--- src/core/spi_fault_pkg.sv ---
package spi_fault_pkg;

  // ==========================================================
  // Frame layout
  localparam logic [4:0] FRAME_LEN = 5'h10;
  localparam int RW_POS = 15;
  localparam int ADDR_HI = 14;
  localparam int ADDR_LO = 9;
  localparam int PAR_POS = 8;

  // ==========================================================
  // Device register map
  localparam logic [5:0] ADDR_CHIP = 6'h00;
  localparam logic [5:0] ADDR_STAT1 = 6'h01;
  localparam logic [5:0] ADDR_SECOND_STATUS_REG = 6'h02;
  localparam logic [5:0] ADDR_CTRL = 6'h03;
  localparam logic [5:0] ADDR_MAX = 6'h0c;
  localparam int CFG_FIRST = 3;
  localparam int CFG_LAST = 12;
  localparam logic [7:0] REG_DEFAULT = 8'h00;

  // Control register fields
  localparam int CTRL_CLR_BIT = 0;
  localparam int CTRL_WREP_BIT = 1;
  localparam int CTRL_LOCK_LO = 2;
  localparam logic [1:0] LOCK_LATCH = 2'h0;
  localparam logic [1:0] LOCK_OFF = 2'h3;

  // Status fields
  localparam int CHIP_STALL = 7;
  localparam int CHIP_SPI = 5;
  localparam int CHIP_THERM = 1;
  localparam int CHIP_FAULT = 0;
  localparam int STAT1_WARN = 7;
  localparam int STAT1_SHUT = 6;
  localparam int SECOND_STATUS_REG_FRAME = 1;
  localparam int SECOND_STATUS_REG_ADDR = 0;

  // ==========================================================
  // Timing
  localparam int CLK_PERIOD_NS = 4;
  localparam int T_RST_NS = 1000;
  localparam int T_SLEEP_NS = 2000;
  localparam int T_WAKE_NS = 2000;
  localparam int T_CS_GAP_NS = 400;
  localparam int T_SCLK_HALF_NS = 80;
  localparam logic [9:0] RST_CYC = 10'(T_RST_NS / CLK_PERIOD_NS);
  localparam logic [9:0] SLEEP_CYC =
    10'((T_SLEEP_NS + CLK_PERIOD_NS - 1) / CLK_PERIOD_NS);
  localparam logic [9:0] WAKE_CYC =
    10'((T_WAKE_NS + CLK_PERIOD_NS - 1) / CLK_PERIOD_NS);
  localparam logic [9:0] GAP_CYC =
    10'((T_CS_GAP_NS + CLK_PERIOD_NS - 1) / CLK_PERIOD_NS);
  localparam logic [9:0] HALF_CYC =
    10'((T_SCLK_HALF_NS + CLK_PERIOD_NS - 1) / CLK_PERIOD_NS);

  // ==========================================================
  // Controller command registers
  localparam logic [1:0] CREG_TX = 2'h0;
  localparam logic [1:0] CREG_RX = 2'h1;
  localparam logic [1:0] CREG_STAT = 2'h2;
  localparam logic [1:0] CREG_SLEEP = 2'h3;

  // ==========================================================
  // State machines
  typedef enum logic [3:0] {
    PWR_RUN = 4'h1,
    PWR_LOW = 4'h2,
    PWR_SLEEP = 4'h4,
    PWR_WAKE = 4'h8
  } pwr_state_t;

  typedef enum logic [5:0] {
    LNK_IDLE = 6'h01,
    LNK_LEAD = 6'h02,
    LNK_HIGH = 6'h04,
    LNK_LOW = 6'h08,
    LNK_TRAIL = 6'h10,
    LNK_GAP = 6'h20
  } link_state_t;

endpackage

--- src/core/spi_link_if.sv ---
`timescale 1ns/1ns
// ============================================================
// Serial link between controller and device
interface spi_link_if;
  logic cs_n;
  logic sclk;
  logic sdi;
  logic sdo;
  logic sdo_oe;
  logic sleep_n;

  modport device (input cs_n, input sclk, input sdi, input sleep_n,
                  output sdo, output sdo_oe);
  modport ctrl (output cs_n, output sclk, output sdi, output sleep_n,
                input sdo, input sdo_oe);
endinterface

--- src/core/spi_fault_device.sv ---
// Decided for this implementation: the plain strobed port and the placing of the registers.
`timescale 1ns/1ns
module spi_fault_device (
  // Clock and reset
  input wire logic CLK_I,
  input wire logic NRST_I,
  // Serial link
  spi_link_if.device LINK,
  // Condition pins
  input wire logic DRV_DISABLE_I,
  input wire logic THERM_WARN_I,
  input wire logic THERM_SHUT_I,
  input wire logic LOCK_EVENT_I,
  // Power and fault outputs
  output logic FAULT_N_O,
  output logic SWITCH_EN_O,
  output logic PUMP_EN_O,
  output logic SUPPLY_EN_O,
  output logic SLEEPING_O
);

  // ==========================================================
  // Input synchronisers
  logic [7:0] in_meta;
  logic [7:0] in_sync;
  logic sclk_d;
  logic cs_n_d;
  wire logic cs_n_s = in_sync[0];
  wire logic sclk_s = in_sync[1];
  wire logic sdi_s = in_sync[2];
  wire logic sleep_s = in_sync[3];
  wire logic drv_s = in_sync[4];
  wire logic warn_s = in_sync[5];
  wire logic shut_s = in_sync[6];
  wire logic lock_s = in_sync[7];

  // Two flops per pin, then edge history
  always_ff @(posedge CLK_I or negedge NRST_I) begin
    if (!NRST_I) begin
      in_meta <= 8'h09;
      in_sync <= 8'h09;
      sclk_d <= 1'b0;
      cs_n_d <= 1'b1;
    end else begin
      in_meta <= {LOCK_EVENT_I, THERM_SHUT_I, THERM_WARN_I, DRV_DISABLE_I,
                  LINK.sleep_n, LINK.sdi, LINK.sclk, LINK.cs_n};
      in_sync <= in_meta;
      sclk_d <= sclk_s;
      cs_n_d <= cs_n_s;
    end
  end

  // ==========================================================
  // Power state
  spi_fault_pkg::pwr_state_t pwr;
  logic [9:0] pwr_cnt;
  logic link_en;
  logic rst_pulse;
  logic in_transition;

  assign link_en = (pwr == spi_fault_pkg::PWR_RUN) ||
                   (pwr == spi_fault_pkg::PWR_LOW);
  // Short low phase ends as a clear pulse
  assign rst_pulse = (pwr == spi_fault_pkg::PWR_LOW) && sleep_s &&
                     (pwr_cnt <= spi_fault_pkg::RST_CYC);
  assign in_transition = ((pwr == spi_fault_pkg::PWR_LOW) &&
                          (pwr_cnt > spi_fault_pkg::RST_CYC)) ||
                         (pwr == spi_fault_pkg::PWR_WAKE);

  // Sleep entry, reset pulse and wake sequencing
  always_ff @(posedge CLK_I or negedge NRST_I) begin
    if (!NRST_I) begin
      pwr <= spi_fault_pkg::PWR_RUN;
      pwr_cnt <= 10'h000;
    end else begin
      case (pwr)
        spi_fault_pkg::PWR_RUN: begin
          pwr_cnt <= 10'h000;
          if (!sleep_s) begin
            pwr <= spi_fault_pkg::PWR_LOW;
          end
        end
        spi_fault_pkg::PWR_LOW: begin
          pwr_cnt <= pwr_cnt + 10'h001;
          if (sleep_s) begin
            pwr_cnt <= 10'h000;
            pwr <= (pwr_cnt <= spi_fault_pkg::RST_CYC) ?
                   spi_fault_pkg::PWR_RUN : spi_fault_pkg::PWR_WAKE;
          end else if (pwr_cnt == spi_fault_pkg::SLEEP_CYC) begin
            pwr <= spi_fault_pkg::PWR_SLEEP;
          end
        end
        spi_fault_pkg::PWR_SLEEP: begin
          pwr_cnt <= 10'h000;
          if (sleep_s) begin
            pwr <= spi_fault_pkg::PWR_WAKE;
          end
        end
        spi_fault_pkg::PWR_WAKE: begin
          pwr_cnt <= pwr_cnt + 10'h001;
          if (!sleep_s) begin
            pwr_cnt <= 10'h000;
            pwr <= spi_fault_pkg::PWR_LOW;
          end else if (pwr_cnt == spi_fault_pkg::WAKE_CYC) begin
            pwr <= spi_fault_pkg::PWR_RUN;
          end
        end
        default: begin
          pwr <= spi_fault_pkg::PWR_RUN;
          pwr_cnt <= 10'h000;
        end
      endcase
    end
  end

  // ==========================================================
  // Serial shifter
  logic active;
  logic sclk_rise;
  logic sclk_fall;
  logic cs_fall;
  logic cs_rise;
  logic [15:0] rx;
  logic [15:0] tx;
  logic [4:0] bit_cnt;
  logic sdo;
  logic sdo_oe;
  logic [7:0] chip_byte;
  logic [7:0] stat1_byte;
  logic [7:0] second_status_reg_byte;
  logic [7:0] cfg [spi_fault_pkg::CFG_FIRST:spi_fault_pkg::CFG_LAST];

  assign active = !cs_n_s && link_en;
  assign sclk_rise = sclk_s && !sclk_d;
  assign sclk_fall = !sclk_s && sclk_d;
  assign cs_fall = !cs_n_s && cs_n_d && link_en;
  assign cs_rise = cs_n_s && !cs_n_d && link_en;

  // Register read view, unmapped reads as zero
  function automatic logic [7:0] read_reg(input logic [5:0] a);
    logic [7:0] v;
    v = 8'h00;
    if (a == spi_fault_pkg::ADDR_CHIP) begin
      v = chip_byte;
    end else if (a == spi_fault_pkg::ADDR_STAT1) begin
      v = stat1_byte;
    end else if (a == spi_fault_pkg::ADDR_SECOND_STATUS_REG) begin
      v = second_status_reg_byte;
    end else if (a <= spi_fault_pkg::ADDR_MAX) begin
      v = cfg[a];
    end
    return v;
  endfunction

  // Receive on falling edges, MSB first
  always_ff @(posedge CLK_I or negedge NRST_I) begin
    if (!NRST_I) begin
      rx <= 16'h0000;
      bit_cnt <= 5'h00;
    end else if (cs_fall) begin
      rx <= 16'h0000;
      bit_cnt <= 5'h00;
    end else if (active && sclk_fall) begin
      rx <= {rx[14:0], sdi_s};
      if (bit_cnt != 5'h1f) begin
        bit_cnt <= bit_cnt + 5'h01;
      end
    end
  end

  // Send on rising edges; data byte fetched once address is in
  always_ff @(posedge CLK_I or negedge NRST_I) begin
    if (!NRST_I) begin
      tx <= 16'h0000;
      sdo <= 1'b0;
      sdo_oe <= 1'b0;
    end else begin
      sdo_oe <= active;
      if (cs_fall) begin
        tx <= {chip_byte, 8'h00};
        sdo <= 1'b0;
      end else if (active && sclk_rise) begin
        sdo <= tx[15];
        tx <= {tx[14:0], 1'b0};
      end else if (active && sclk_fall && bit_cnt == 5'h06) begin
        // Seven shifts done, low byte now sits at 14:7
        tx[14:7] <= read_reg({rx[4:0], sdi_s});
      end
    end
  end

  assign LINK.sdo = sdo;
  assign LINK.sdo_oe = sdo_oe;

  // ==========================================================
  // Frame checks and register writes
  wire logic [5:0] rx_addr = rx[spi_fault_pkg::ADDR_HI:spi_fault_pkg::ADDR_LO];
  wire logic len_ok = (bit_cnt == spi_fault_pkg::FRAME_LEN);
  wire logic addr_ok = (rx_addr <= spi_fault_pkg::ADDR_MAX);
  wire logic par_ok = ~^rx;
  wire logic do_write = cs_rise && len_ok && addr_ok && par_ok &&
                        !rx[spi_fault_pkg::RW_POS] &&
                        (rx_addr >= spi_fault_pkg::ADDR_CTRL);
  wire logic frame_err = cs_rise && !len_ok;
  wire logic addr_err = cs_rise && len_ok && !addr_ok;
  wire logic sleeping = (pwr == spi_fault_pkg::PWR_SLEEP);
  logic clr_cmd;
  logic clr;

  assign clr = clr_cmd || rst_pulse;

  // Configuration storage, defaults on sleep
  always_ff @(posedge CLK_I or negedge NRST_I) begin
    if (!NRST_I) begin
      for (int i = spi_fault_pkg::CFG_FIRST; i <= spi_fault_pkg::CFG_LAST;
           i++) begin
        cfg[i] <= spi_fault_pkg::REG_DEFAULT;
      end
      clr_cmd <= 1'b0;
    end else if (sleeping) begin
      for (int i = spi_fault_pkg::CFG_FIRST; i <= spi_fault_pkg::CFG_LAST;
           i++) begin
        cfg[i] <= spi_fault_pkg::REG_DEFAULT;
      end
      clr_cmd <= 1'b0;
    end else begin
      clr_cmd <= do_write && (rx_addr == spi_fault_pkg::ADDR_CTRL) &&
                 rx[spi_fault_pkg::CTRL_CLR_BIT];
      if (do_write) begin
        cfg[rx_addr] <= rx[7:0];
        if (rx_addr == spi_fault_pkg::ADDR_CTRL) begin
          cfg[rx_addr][spi_fault_pkg::CTRL_CLR_BIT] <= 1'b0;
        end
      end
    end
  end

  // ==========================================================
  // Fault flags, set wins over clear
  wire logic [7:0] ctrl = cfg[spi_fault_pkg::CFG_FIRST];
  wire logic wrep = ctrl[spi_fault_pkg::CTRL_WREP_BIT];
  wire logic [1:0] lock_mode = ctrl[spi_fault_pkg::CTRL_LOCK_LO +: 2];
  wire logic lock_set = lock_s && !drv_s &&
                        (lock_mode != spi_fault_pkg::LOCK_OFF);
  logic warn_flag;
  logic shut_flag;
  logic therm_flag;
  logic fault_flag;
  logic stall_flag;
  logic lock_shut;
  logic frame_flag;
  logic addr_flag;

  // Thermal and lock flags
  always_ff @(posedge CLK_I or negedge NRST_I) begin
    if (!NRST_I) begin
      {warn_flag, shut_flag, therm_flag, fault_flag} <= 4'h0;
      {stall_flag, lock_shut} <= 2'h0;
    end else if (sleeping) begin
      {warn_flag, shut_flag, therm_flag, fault_flag} <= 4'h0;
      {stall_flag, lock_shut} <= 2'h0;
    end else begin
      warn_flag <= warn_s || (warn_flag && !clr);
      shut_flag <= shut_s || (shut_flag && !clr);
      therm_flag <= warn_s || shut_s || (therm_flag && !clr);
      fault_flag <= shut_s || lock_set || (fault_flag && !clr);
      stall_flag <= lock_set || (stall_flag && !clr);
      lock_shut <= (lock_set && lock_mode == spi_fault_pkg::LOCK_LATCH) ||
                   (lock_shut && !(clr && !lock_s));
    end
  end

  // Serial error flags
  always_ff @(posedge CLK_I or negedge NRST_I) begin
    if (!NRST_I) begin
      frame_flag <= 1'b0;
      addr_flag <= 1'b0;
    end else if (sleeping) begin
      frame_flag <= 1'b0;
      addr_flag <= 1'b0;
    end else begin
      frame_flag <= frame_err || (frame_flag && !clr);
      addr_flag <= addr_err || (addr_flag && !clr);
    end
  end

  // Status bytes
  always_comb begin
    chip_byte = 8'h00;
    stat1_byte = 8'h00;
    second_status_reg_byte = 8'h00;
    chip_byte[spi_fault_pkg::CHIP_STALL] = stall_flag;
    chip_byte[spi_fault_pkg::CHIP_SPI] = frame_flag || addr_flag;
    chip_byte[spi_fault_pkg::CHIP_THERM] = therm_flag;
    chip_byte[spi_fault_pkg::CHIP_FAULT] = fault_flag;
    stat1_byte[spi_fault_pkg::STAT1_WARN] = warn_flag;
    stat1_byte[spi_fault_pkg::STAT1_SHUT] = shut_flag;
    second_status_reg_byte[spi_fault_pkg::SECOND_STATUS_REG_FRAME] = frame_flag;
    second_status_reg_byte[spi_fault_pkg::SECOND_STATUS_REG_ADDR] = addr_flag;
  end

  // ==========================================================
  // Power and fault outputs
  always_ff @(posedge CLK_I or negedge NRST_I) begin
    if (!NRST_I) begin
      FAULT_N_O <= 1'b1;
      SWITCH_EN_O <= 1'b0;
      PUMP_EN_O <= 1'b0;
      SUPPLY_EN_O <= 1'b0;
      SLEEPING_O <= 1'b0;
    end else begin
      FAULT_N_O <= !(in_transition || shut_s || (wrep && warn_s) ||
                     (stall_flag && !drv_s));
      SWITCH_EN_O <= (pwr == spi_fault_pkg::PWR_RUN) && !drv_s &&
                     !shut_s && !lock_shut;
      PUMP_EN_O <= link_en && !shut_s;
      SUPPLY_EN_O <= !sleeping;
      SLEEPING_O <= sleeping;
    end
  end

endmodule

--- src/flat_wrapper.sv ---
// flat-port wrapper written by rule: the top's interface ports become plain ports
module spi_fault_device_flat 
  (CLK_I, NRST_I, DRV_DISABLE_I, THERM_WARN_I, THERM_SHUT_I, LOCK_EVENT_I, FAULT_N_O, SWITCH_EN_O, PUMP_EN_O, SUPPLY_EN_O, SLEEPING_O, LINK_cs_n, LINK_sclk, LINK_sdi, LINK_sleep_n, LINK_sdo, LINK_sdo_oe);
  spi_link_if LINK_i ();
  input wire logic CLK_I;
  input wire logic NRST_I;
  input wire logic DRV_DISABLE_I;
  input wire logic THERM_WARN_I;
  input wire logic THERM_SHUT_I;
  input wire logic LOCK_EVENT_I;
  output logic FAULT_N_O;
  output logic SWITCH_EN_O;
  output logic PUMP_EN_O;
  output logic SUPPLY_EN_O;
  output logic SLEEPING_O;
  input wire logic [$bits(LINK_i.cs_n)-1:0] LINK_cs_n;
  input wire logic [$bits(LINK_i.sclk)-1:0] LINK_sclk;
  input wire logic [$bits(LINK_i.sdi)-1:0] LINK_sdi;
  input wire logic [$bits(LINK_i.sleep_n)-1:0] LINK_sleep_n;
  output wire logic [$bits(LINK_i.sdo)-1:0] LINK_sdo;
  output wire logic [$bits(LINK_i.sdo_oe)-1:0] LINK_sdo_oe;
  assign LINK_i.cs_n = LINK_cs_n;
  assign LINK_i.sclk = LINK_sclk;
  assign LINK_i.sdi = LINK_sdi;
  assign LINK_i.sleep_n = LINK_sleep_n;
  assign LINK_sdo = LINK_i.sdo;
  assign LINK_sdo_oe = LINK_i.sdo_oe;
  spi_fault_device u_core (.CLK_I(CLK_I), .NRST_I(NRST_I), .LINK(LINK_i), .DRV_DISABLE_I(DRV_DISABLE_I), .THERM_WARN_I(THERM_WARN_I), .THERM_SHUT_I(THERM_SHUT_I), .LOCK_EVENT_I(LOCK_EVENT_I), .FAULT_N_O(FAULT_N_O), .SWITCH_EN_O(SWITCH_EN_O), .PUMP_EN_O(PUMP_EN_O), .SUPPLY_EN_O(SUPPLY_EN_O), .SLEEPING_O(SLEEPING_O));
endmodule
--- config.mk ---
export PLATFORM = sky130hd
export DESIGN_NAME = spi_fault_device_flat
export DESIGN_NICKNAME = d
export VERILOG_FILES = /design/src/core/spi_fault_pkg.sv /design/src/core/spi_link_if.sv /design/src/core/spi_fault_device.sv /design/src/flat_wrapper.sv
export SDC_FILE = /design/constraint.sdc
export NUM_CORES = 1
export LEC_CHECK = 0
export BUFFER_PORTS_ARGS = -buffer_cell sky130_fd_sc_hd__buf_2
export CAP_MARGIN = 10
export CORE_MARGIN = 5
export CORE_UTILIZATION = 50
export CTS_CLUSTER_SIZE = 12
export DETAILED_ROUTE_END_ITERATION = 7
export PLACE_DENSITY = 0.66
export SETUP_SLACK_MARGIN = 0.1
export SLEW_MARGIN = 20
export SYNTH_ARGS = -nofsm -noshare
export SYNTH_HDL_FRONTEND = slang
export SYNTH_SLANG_ARGS = --single-unit
--- constraint.sdc ---
create_clock -name CLK_I -period 3.5 [get_ports CLK_I]
set_input_delay 0.35 -clock CLK_I [delete_from_list [all_inputs] [get_ports CLK_I]]
set_output_delay 0.35 -clock CLK_I [all_outputs]
set_load 0.02 [all_outputs]
==> Flow_metrics.wiki, run 1 <==
{| class="wikitable"
! Metric !! Value
|-
| Kind of path behind the tightest hold check || primary input to register
|-
| Antenna violations before repair || 0
|-
| Worst-Skew Late Latency || roughly 430 ps
|-
| Congestion Overflow GR || 0
|-
| Primary flip-flop cell chosen by synthesis mapping || sky130_fd_sc_hd__dfrtp_1
|-
| Number of port buffers || 16
|-
| Largest net degree at the start of global routing || between 70 and 80
|-
| Post-synth net total || 764
|-
| Setup crit end kind || register
|-
| DRC || 0
|-
| Final layout net count || a little under 800
|-
| Avg WL per Cell || 18.7 um
|-
| Clock-pin slew on the worst setup and hold paths || roughly 70 ps
|-
| Core ar. || ~15000 um2
|-
| Syn. warnings || 0
|-
| Slew margin rel. || between 30% and 40%
|-
| Number of placement rows || between 40 and 50
|-
| Slew Limit Fails || 0
|-
| Count of state elements after synthesis || ~160
|-
| Total chip power || around 4.7 mW
|-
| I/O pin total || 17
|-
| Count of clock tree sinks || 158
|-
| Fraction of final layout cells with drive strength greater than 1 || 13.5%
|-
| Cells after synthesis || between 700 and 800
|-
| Max-capacitance violation count || 0
|-
| Clock skew after layout || approximately 12 ps
|-
| Root buf cell || sky130_fd_sc_hd__clkbuf_16
|-
| Detailed Route Iter0 Violations || about 470
|-
| Diode count || 0
|-
| First-pass DRT Iterations || 5
|-
| Highest net fanout along the worst path || 11
|-
| PostCTS Resize Cnt || 0
|-
| Worst-Margin Slew || between 900 and 1000 ps
|-
| CP Launch Type || register
|-
| Width of the die || around 130 um
|-
| Endpoint of the lowest-slack register-to-register path || u_core.ctrl[4]
|-
| Library cells used by synthesis || 59
|-
| Most common library cell in the layout ignoring fill and taps || sky130_fd_sc_hd__dfrtp_1
|-
| Final weighted congestion in routability-driven placement || 0.947
|-
| Filler-free cell count of the finished design || 960
|-
| Slowest-stage cell, CP || sky130_fd_sc_hd__dfstp_2
|-
| Number of enable-type register cells in the synthesized netlist || 0
|-
| Number of endpoints with negative hold slack in the final report || 0
|-
| Unrepaired setup endpoints after global routing || no
|-
| HP Start || LINK_sclk
|-
| Highest Clock Rate || ~340 MHz
|-
| Detailed-route via count || 5774
|-
| Post-synthesis instance area || 7750 um2
|-
| Avg Inst Size Synth || a little over 10 um2
|-
| Die outline area || approximately 18000 um2
|-
| CTS Hold Bufs || 1
|-
| Period utilization || a little under nine tenths
|-
| FF-to-FF path depth || 7
|-
| Vias in the first global route || around 5800
|-
| Required time of the critical path || about 3800 ps
|-
| Sequential-to-total area share from yosys stat || between 50% and 60%
|-
| CTS Buf Count || 17
|-
| Startpoint of the worst-slack reg-to-reg timing path || u_core.pwr[0]
|-
| Async set or reset register ratio after synthesis || 100%
|-
| Leak || between 3 and 4 nW
|-
| CTS tree || built
|-
| Time the worst path needs with I/O delays and setup || 2980 ps
|-
| WL final || ~18000 um
|-
| Crit path cell chain || xor2_1 -> nand2_1 -> or4_4 -> or2_1 -> nor3_4 -> mux2i_1 -> nor2_1
|-
| Endpoints failing setup || 0
|-
| Hold worst-path end || u_core.in_meta[1]
|-
| Via density per instance || about 6
|-
| Highest-count cells in the layout ignoring fill and taps || sky130_fd_sc_hd__dfrtp_1 (151), sky130_fd_sc_hd__nor2_1 (123), sky130_fd_sc_hd__mux2i_1 (75)
|-
| Worst-case vdd ir drop || around 450 uV
|-
| GRT Overall Usage || between 20% and 30%
|-
| Category of the critical setup timing path || register to register
|-
| Initial standard-cell utilization of the core || 51.0%
|-
| Wire length of the first global-routing pass || a little over 30000 um
|-
| Maximum count of clock buffers along a single path || 2
|-
| Setup TNS || 0 ps
|-
| Crit path DAT || ~3300 ps
|-
| Post-CTS Setup Inserts || 0
|-
| Total placed cells including tap cells || 926
|-
| R2R Setup Slk || 520 ps
|-
| Max H-tree Level || 4
|-
| Area added between synthesis and finish || 11.9%
|-
| Power density cells || between 500 and 600 nW/um2
|-
| DP HPWL || about 12000 um
|-
| Run status || finished, final reports clean
|-
| Hold-critical path depth || 1
|-
| CP max stage delay || approximately 650 ps
|-
| Die Y || approximately 130 um
|-
| Antenna-violating nets left || 0
|}
## cell type report
class,instances,area (um2)
timing repair buffer,40,272
multi-input combinational,527,3540
tap,188,235
clock inverter,14,170
clock buffer,18,429
sequential,158,3960
fill,1281,6540
inverter,15,56.3
## critical path, delay by kind of cell, from the launching register on
kind,cells,cell delay [ps]
and+or+nand+nor,5,1720
DFF,1,650
muxes,1,270
xor gates and xnor gates,1,210
## per-stage QoR
stage	util (%)	worst slack, ps	instance area, um2	hold slack (ps)
after floorplan	-	967	7750	54.4
after global placement	52.9	594	8050	335
after detailed placement	52.9	518	8050	338
after CTS	56.9	514	8650	2.19
after global routing	57.0	339	8660	4.31
final	57.0	517	8660	24.7
## kinds of logic (layout without fill, tap and decap cells)
kind of cell             Yosys count  in the layout  share of synthesized area [%]
adder cells (fa/ha/maj)            7              7                           1.13
AND/OR/NAND/NOR                  285            285                           17.3
flip-flops                       158            158                           51.2
AO/OA/AOI/OAI                    115            115                           9.27
buffers and inverters             62             87                           3.23
XOR/XNOR                          29             29                           3.57
multiplexers                      91             91                           14.3
## layer usage
metal | routed length (um) | GRT usage (%)
met5 | 0 | 0
met4 | 444 | 6.67
met3 | 1040 | 5.66
met2 | 8580 | 34.9
met1 | 7880 | 27.8
## synthesized netlist by cell type (all sizes together) (2+ instances only)
cell type	n	area, um2
dfstp	7	184
nor3b	2	15.0
a21oi	39	195
a221oi	7	61.3
nand4	8	50.1
mux2i	75	751
mux4	16	360
o22ai	5	31.3
or2	2	12.5
a32oi	2	17.5
nor4	5	46.3
nand2	70	263
a211o	2	17.5
ha	7	87.6
a31oi	6	37.5
xor2	10	87.6
o21ai	28	140
xnor2	19	189
nor2b	9	56.3
clkbuf	36	135
or4	2	18.8
a32o	2	20.0
clkinv	3	11.3
o311ai	2	17.5
a2111oi	2	17.5
buf	11	58.8
dfrtp	151	3780
a22oi	5	37.5
nor2	123	462
nand3	21	105
and2	4	25.0
inv	12	45.0
nand2b	3	18.8
a311oi	2	17.5
and3	9	56.3
nor3	21	161
a211oi	4	30.0
## worst max-delay path by stage
stage / from / end / slack, ps
after floorplan: u_core.pwr[2] / u_core.cfg[1] / 970
after global placement: u_core.pwr[0] / u_core.cfg[39] / 590
after detailed placement: u_core.pwr[0] / u_core.cfg[55] / 520
after CTS: u_core.pwr[0] / u_core.cfg[53] / 510
after global routing: u_core.pwr[0] / u_core.cfg[66] / 340
final: u_core.pwr[0] / u_core.ctrl[4] / 520
## state kept, by name, indices dropped and copies added (netlist names), 4 cells and up
name            flops
u_core.ctrl         8
u_core.pwr_cnt     10
u_core.pwr          4
u_core.tx           9
u_core.rx          16
u_core.bit_cnt      5
u_core.in_sync      8
u_core.in_meta      8
u_core.cfg         72
## power by group
group          internal, mW  switching [mW]  leakage (nW)  total (mW)
Combinational         0.261           0.506          1.57       0.768
Clock                  1.12           0.750         0.282        1.87
Sequential             1.95           0.111          2.09        2.06
No activity file was read; power rests on OpenSTA's default activity.
==> run 2, diff against run 1 <==
CORE_ASPECT_RATIO = 1.25   (was unset)
==> run 2 against run 1 <==
Net effect:
- core utilization fell by 0.23 points
- hold slack got worse by 12 ps
- non-clock buffer count fell by 3
- clock-buffer cell count rose by 1
- die area barely moved
- clock power rose by 10%
- global-route usage barely moved
- critical path depth did not move
==> Flow_metrics.wiki, run 2 (synthesized netlist as in run 1, its figures left out) <==
{| class="wikitable"
! Metric !! Value
|-
| Width of the die || 121 um (-9.8%)
|-
| Antenna-violating nets left || 0 (unchanged)
|-
| Wire length of the first global-routing pass || 30300 um (+0.18%)
|-
| Unrepaired setup endpoints after global routing || no
|-
| Die Y || 149 um (+11%)
|-
| Worst-case vdd ir drop || 358 uV (-20%)
|-
| Count of clock tree sinks || 158 (unchanged)
|-
| Register ranked first by flip-flop count || u_core.cfg
|-
| Internal Dissipation || 3.52 mW (+5.7%)
|-
| Setup crit end kind || register
|-
| DP HPWL || 12100 um (+1.2%)
|-
| Area added between synthesis and finish || 12.7%
|-
| CP Launch Type || register
|-
| WL final || 18000 um (about the same)
|-
| Avg WL per Cell || 18.3 um (-2.1%)
|-
| Congestion Overflow GR || 0 (unchanged)
|-
| Number of flip-flops in the largest register || 72 (unchanged)
|-
| Worst-Skew Late Latency || 430 ps (about the same)
|-
| DRC || 0 (unchanged)
|-
| Number of placement rows || 51 (+13%)
|-
| Worst-Margin Slew || 1110 ps (+165 ps)
|-
| Proportion of power drawn by flip-flops and latches || 42.5% (-1.4 points)
|-
| CTS Hold Bufs || 0 (-1)
|-
| Detailed-route via count || 5703 (-1.2%)
|-
| Required time of the critical path || 3800 ps (about the same)
|-
| Crit path cell chain || xor2_1 -> nand2_1 -> or4_4 -> or2_1 -> nor3_4 -> mux2i_1 -> nor2_1
|-
| I/O pin total || 17 (unchanged)
|-
| Regs by FF count || u_core.cfg (72), u_core.rx (16), u_core.pwr_cnt (10)
|-
| Root buf cell || sky130_fd_sc_hd__clkbuf_16
|-
| Kind of path behind the tightest hold check || primary input to async pin
|-
| Crit path DAT || 3340 ps (+60 ps)
|-
| Core ar. || 15400 um2 (+1.2%)
|-
| Switching power || 1.36 mW (-0.24%)
|-
| Highest net fanout along the worst path || 14 (+3)
|-
| Slew Limit Fails || 0 (unchanged)
|-
| Max H-tree Level || 4 (unchanged)
|-
| Largest delay contributor family on the critical path || simple AND/OR/NAND/NOR gates
|-
| CP max stage delay || 640 ps (about the same)
|-
| Run status || finished, final reports clean
|-
| Vias in the first global route || 5758 (-0.62%)
|-
| CTS Buf Count || 17 (unchanged)
|-
| Power density cells || 560 nW/um2 (+3.2%)
|-
| Fraction of final layout cells with drive strength greater than 1 || 13.5% (+0.053 points)
|-
| Total chip power || 4.89 mW (+4.0%)
|-
| First-pass DRT Iterations || 6 (+1)
|-
| Clock skew after layout || 7.30 ps (-4.47 ps)
|-
| Endpoints failing setup || 0 (unchanged)
|-
| Most common library cell in the layout ignoring fill and taps || sky130_fd_sc_hd__dfrtp_1
|-
| Final layout net count || 773 (-0.39%)
|-
| Highest Clock Rate || 329 MHz (-1.8%)
|-
| Diode count || 0 (unchanged)
|-
| Category of the critical setup timing path || register to register
|-
| Detailed Route Iter0 Violations || 641 (+36%)
|-
| Die outline area || 18100 um2 (about the same)
|-
| Initial standard-cell utilization of the core || 50.4% (-0.58 points)
|-
| Max-capacitance violation count || 0 (unchanged)
|-
| Via density per instance || 5.81 (-3.3%)
|-
| Time the worst path needs with I/O delays and setup || 3040 ps (+55.9 ps)
|-
| Clock-pin slew on the worst setup and hold paths || 60 ps (about the same)
|-
| Highest-count cells in the layout ignoring fill and taps || sky130_fd_sc_hd__dfrtp_1 (151), sky130_fd_sc_hd__nor2_1 (123), sky130_fd_sc_hd__mux2i_1 (75)
|-
| Clock share of power || 42.1% (+2.3 points)
|-
| Largest net degree at the start of global routing || 95 (+20%)
|-
| Period utilization || 86.8% (+1.6 points)
|-
| GRT Overall Usage || 21.3% (about the same)
|-
| Number of filler cells placed in the layout || 1262 (-1.5%)
|-
| Maximum count of clock buffers along a single path || 2 (unchanged)
|-
| PostCTS Resize Cnt || 0 (unchanged)
|-
| Final weighted congestion in routability-driven placement || 0.902 (-4.7%)
|-
| Number of port buffers || 16 (unchanged)
|-
| Antenna violations before repair || 0 (unchanged)
|-
| Post-CTS Setup Inserts || 0 (unchanged)
|-
| Leak || 3.98 nW (+0.79%)
|-
| Number of endpoints with negative hold slack in the final report || 0 (unchanged)
|-
| Combinational share of power || 15.4% (-0.9 points)
|-
| Setup TNS || 0 ps (unchanged)
|-
| Net switching fraction of the power || 27.9% (-1.2 points)
|-
| Buf/Inv on CP || 0 (unchanged)
|-
| Slowest-stage cell, CP || sky130_fd_sc_hd__dfrtp_1
|-
| Slew margin rel. || 25.5% (-12 points)
|-
| CTS tree || built
|}
[run 2: cell types whose count changed in the layout (fill, tap and decap cells not counted), sizes merged]
cell	delta
buf	-1
bufinv	+2
clkbuf	+1
clkinv	-1
clkinvlp	-4
dlygate4sd3	-2
inv	+2
[run 2: metrics by stage]
step / util, % / hold slack (ps) / area, um2 / worst slack [ps] / instances
after floorplan: - / 54.4 / 7750 / 967 / 747
after global placement: 52.5 / 335 / 8070 / 544 / 949
after detailed placement: 52.5 / 335 / 8070 / 504 / 949
after CTS: 56.8 / 1.54 / 8730 / 454 / 981
after global routing: 56.8 / 1.07 / 8730 / 230 / 981
final: 56.8 / 12.7 / 8730 / 461 / 981
[run 2: cell type report]
type	instances	area, um2	area share [%]
Clock buffer	19	453	5.19
Clock inverter	13	209	2.39
Inverter	15	56.3	0.645
Multi-Input combinational cell	527	3540	40.5
Sequential cell	158	3960	45.4
Tap cell	212	265	3.04
Timing Repair Buffer	37	244	2.79
[run 2: path summary, 6_finish.rpt]
| check | start | to | slack, ps | depth (start not counted) |
|---|---|---|---|---|
| max reg2reg | u_core.pwr[1] | u_core.cfg[59] | 460 | 7 |
| max | u_core.pwr[1] | u_core.cfg[59] | 460 | 7 |
| min in group CLK_I | LINK_sleep_n | u_core.in_meta[3] | 20 | 1 |
| min | NRST_I | u_core.rx[4] | 10 | 1 |
| min reg2reg | u_core.in_meta[2] | u_core.in_sync[2] | 350 | 0 |
| max in group asynchronous | NRST_I | u_core.pwr[0] | 2530 | 2 |
[run 2: worst register-to-register path: stages, from the launching register on]
cell and delay (ps):
sky130_fd_sc_hd__dfrtp_1 640, sky130_fd_sc_hd__xor2_1 240, sky130_fd_sc_hd__nand2_1 120, sky130_fd_sc_hd__or4_4 520, sky130_fd_sc_hd__or2_1 490, sky130_fd_sc_hd__nor3_4 560, sky130_fd_sc_hd__mux2i_1 280, sky130_fd_sc_hd__nor2_1 60
[run 2: metal layers]
metal / global-route usage, % / wire, um / vias up / part of all wire (%)
met5: 0 / 0 / - / 0
met4: 8.24 / 500 / 0 / 2.8
met3: 4.70 / 837 / 38 / 4.7
met2: 35.0 / 9060 / 183 / 50
met1: 27.5 / 7550 / 2832 / 42
li1: - / - / 2650 / -
[run 2: power groups by stage]
stage               logic [mW]  registers (mW)  clock network, mW
floorplan                0.534            2.07                  0
global placement         0.734            2.10                  0
global route             0.839            2.10               2.16
CTS                      0.751            2.07               2.09
finish                   0.753            2.08               2.06
detailed placement       0.747            2.11                  0
==> run 3, diff against run 2 <==
CORE_MARGIN = unset   (was 5)
==> run 3 against run 2 <==
Net effect:
- the run now ends with hold timing left
- flip-flop and latch count unchanged
- combinational power increased by 2.7%
- clock power down 9%
- critical path depth unchanged
- clock-buffer cell count increased by 2
- via count increased by 0.95%
==> Flow_metrics.wiki, run 3 (synthesized netlist as in run 1, its figures left out) <==
{| class="wikitable"
! Metric !! Value
|-
| Congestion Overflow GR || 0 (unchanged)
|-
| R2R Setup Slk || 440 ps (-20 ps)
|-
| Kind of path behind the tightest hold check || primary input to async pin
|-
| DRC || 0 (unchanged)
|-
| Worst-Skew Late Latency || 430 ps (about the same)
|-
| Highest-count cells in the layout ignoring fill and taps || sky130_fd_sc_hd__dfrtp_1 (151), sky130_fd_sc_hd__nor2_1 (123), sky130_fd_sc_hd__mux2i_1 (75)
|-
| Initial standard-cell utilization of the core || 51.4% (+1.0 points)
|-
| Slew margin rel. || 44.3% (+19 points)
|-
| Slew Limit Fails || 0 (unchanged)
|-
| Wire length of the first global-routing pass || 29900 um (-1.3%)
|-
| CP max stage delay || 660 ps (+20 ps)
|-
| First-pass DRT Iterations || 5 (-1)
|-
| Max-capacitance violation count || 0 (unchanged)
|-
| Number of endpoints with negative hold slack in the final report || 13 (+13)
|-
| Slowest-stage cell, CP || sky130_fd_sc_hd__dfstp_2
|-
| Antenna violations before repair || 0 (unchanged)
|-
| Largest net degree at the start of global routing || 90 (-5.3%)
|-
| Via density per instance || 5.87 (+1.0%)
|-
| Buf/Inv on CP || 0 (unchanged)
|-
| Worst-case vdd ir drop || 377 uV (+5.3%)
|-
| Detailed Route Iter0 Violations || 484 (-24%)
|-
| Vias in the first global route || 5712 (-0.80%)
|-
| Power density cells || 541 nW/um2 (-3.3%)
|-
| Failing checks || hold timing
|-
| Count of clock tree sinks || 158 (unchanged)
|-
| Highest Clock Rate || 327 MHz (-0.59%)
|-
| Most common library cell in the layout ignoring fill and taps || sky130_fd_sc_hd__dfrtp_1
|-
| Width of the die || 113 um (-6.6%)
|-
| Run status || finished, violations left
|-
| Crit path DAT || 3360 ps (+20 ps)
|-
| I/O pin total || 17 (unchanged)
|-
| Unrepaired setup endpoints after global routing || no
|-
| Highest net fanout along the worst path || 11 (-3)
|-
| Regs by FF count || u_core.cfg (72), u_core.rx (16), u_core.pwr_cnt (10)
|-
| Time the worst path needs with I/O delays and setup || 3060 ps (+18.1 ps)
|-
| Root buf cell || sky130_fd_sc_hd__clkbuf_16
|-
| Max H-tree Level || 4 (unchanged)
|-
| Antenna-violating nets left || 0 (unchanged)
|-
| Crit path cell chain || xor2_1 -> nand2_1 -> or4_4 -> or2_1 -> nor3_4 -> mux2i_1 -> nor2_1
|-
| Clock-pin slew on the worst setup and hold paths || 60 ps (about the same)
|-
| Number of port buffers || 16 (unchanged)
|-
| Register ranked first by flip-flop count || u_core.cfg
|-
| DP HPWL || 12100 um (about the same)
|-
| Final layout net count || 776 (+0.39%)
|-
| Diode count || 0 (unchanged)
|-
| Clock skew after layout || 8.39 ps (+1.09 ps)
|-
| Core ar. || 15100 um2 (-2.0%)
|-
| Maximum count of clock buffers along a single path || 2 (unchanged)
|-
| Fraction of final layout cells with drive strength greater than 1 || 13.2% (-0.31 points)
|-
| CTS tree || built
|-
| Worst hold slack || -34.8 ps (-47.6 ps)
|-
| Setup crit end kind || register
|-
| Final weighted congestion in routability-driven placement || 0.917 (+1.6%)
|-
| Detailed-route via count || 5757 (+0.95%)
|-
| Setup TNS || 0 ps (unchanged)
|-
| Endpoints failing setup || 0 (unchanged)
|-
| Leak || 3.95 nW (-0.61%)
|-
| Largest delay contributor family on the critical path || simple AND/OR/NAND/NOR gates
|-
| Die Y || 141 um (-5.4%)
|-
| Number of flip-flops in the largest register || 72 (unchanged)
|-
| PostCTS Resize Cnt || 0 (unchanged)
|-
| Period utilization || 87.3% (+0.52 points)
|-
| CP Launch Type || register
|-
| Number of placement rows || 50 (-2.0%)
|-
| WL final || 18200 um (+1.6%)
|-
| GRT Overall Usage || 24.6% (+3.3 points)
|-
| Area added between synthesis and finish || 12.1%
|-
| CTS Buf Count || 17 (unchanged)
|-
| Category of the critical setup timing path || register to register
|-
| Die outline area || 16000 um2 (-12%)
|-
| Number of filler cells placed in the layout || 1252 (-0.79%)
|-
| Required time of the critical path || 3810 ps (about the same)
|-
| Worst-Margin Slew || 836 ps (-272 ps)
|-
| Avg WL per Cell || 18.6 um (+1.7%)
|}
run 3: changes by cell type in the layout (fill, tap and decap cells not counted):
cell / previous run / this run
sky130_fd_sc_hd__clkbuf_1: 0 / 4
sky130_fd_sc_hd__bufinv_16: 5 / 3
sky130_fd_sc_hd__clkbuf_8: 2 / 0
sky130_fd_sc_hd__inv_6: 3 / 1
sky130_fd_sc_hd__buf_12: 0 / 1
sky130_fd_sc_hd__buf_4: 21 / 22
sky130_fd_sc_hd__clkinv_2: 3 / 4
sky130_fd_sc_hd__clkinvlp_4: 0 / 1
sky130_fd_sc_hd__dlygate4sd3_1: 0 / 1
run 3: final timing paths:
path / startpoint / endpoint / cells after the start
min in group CLK_I: LINK_cs_n / u_core.in_meta[0] / 1
max in group asynchronous: NRST_I / u_core.in_meta[0] / 2
worst min-delay path: NRST_I / u_core.bit_cnt[0] / 1
worst min register to register: u_core.in_meta[7] / u_core.in_sync[7] / 0
worst max-delay path: u_core.pwr[0] / u_core.cfg[65] / 7
worst max register to register: u_core.pwr[0] / u_core.cfg[65] / 7
run 3: timing repair:
item / in CTS / in global routing
buffers inserted: 0 / 0
hold endpoints to repair: 1 / 0
hold buffers: 1 / 0
run 3: layer usage:
metal  part of all wire [%]  up-vias  global-route usage [%]
li1                       -     2650                       -
met1                     43     2891                    31.9
met2                     49      175                    39.6
met3                    5.0       41                    5.20
met4                    2.9        0                    11.4
met5                      0        -                       0
run 3: layout make-up:
class / instances / area, um2 / area share (%)
clock buffer: 21 / 440 / 5.07
clock inverter: 11 / 144 / 1.66
tap: 208 / 260 / 3.00
inverter: 15 / 56.3 / 0.648
multi-input combinational: 527 / 3540 / 40.8
sequential: 158 / 3960 / 45.6
timing repair buffer: 40 / 282 / 3.24
run 3: stage by stage:
| step | instances | worst slack (ps) | utilization, % | area (um2) | power [mW] |
|---|---|---|---|---|---|
| 2_1_floorplan | 747 | 967 | - | 7750 | 2.60 |
| 6_report | 980 | 443 | 57.6 | 8680 | 4.70 |
| 5_1_grt | 980 | 314 | 57.6 | 8680 | 4.90 |
| 3_3_place_gp | 947 | 591 | 53.7 | 8090 | 2.84 |
| 3_5_place_dp | 947 | 487 | 53.7 | 8090 | 2.86 |
| 4_1_cts | 980 | 464 | 57.6 | 8680 | 4.73 |
run 3: where the power goes:
| group | switching (mW) | internal [mW] | total (mW) |
|---|---|---|---|
| combinational | 0.505 | 0.268 | 0.773 |
| sequential | 0.107 | 1.95 | 2.06 |
| clock | 0.750 | 1.12 | 1.87 |
| total | 1.36 | 3.34 | 4.70 |
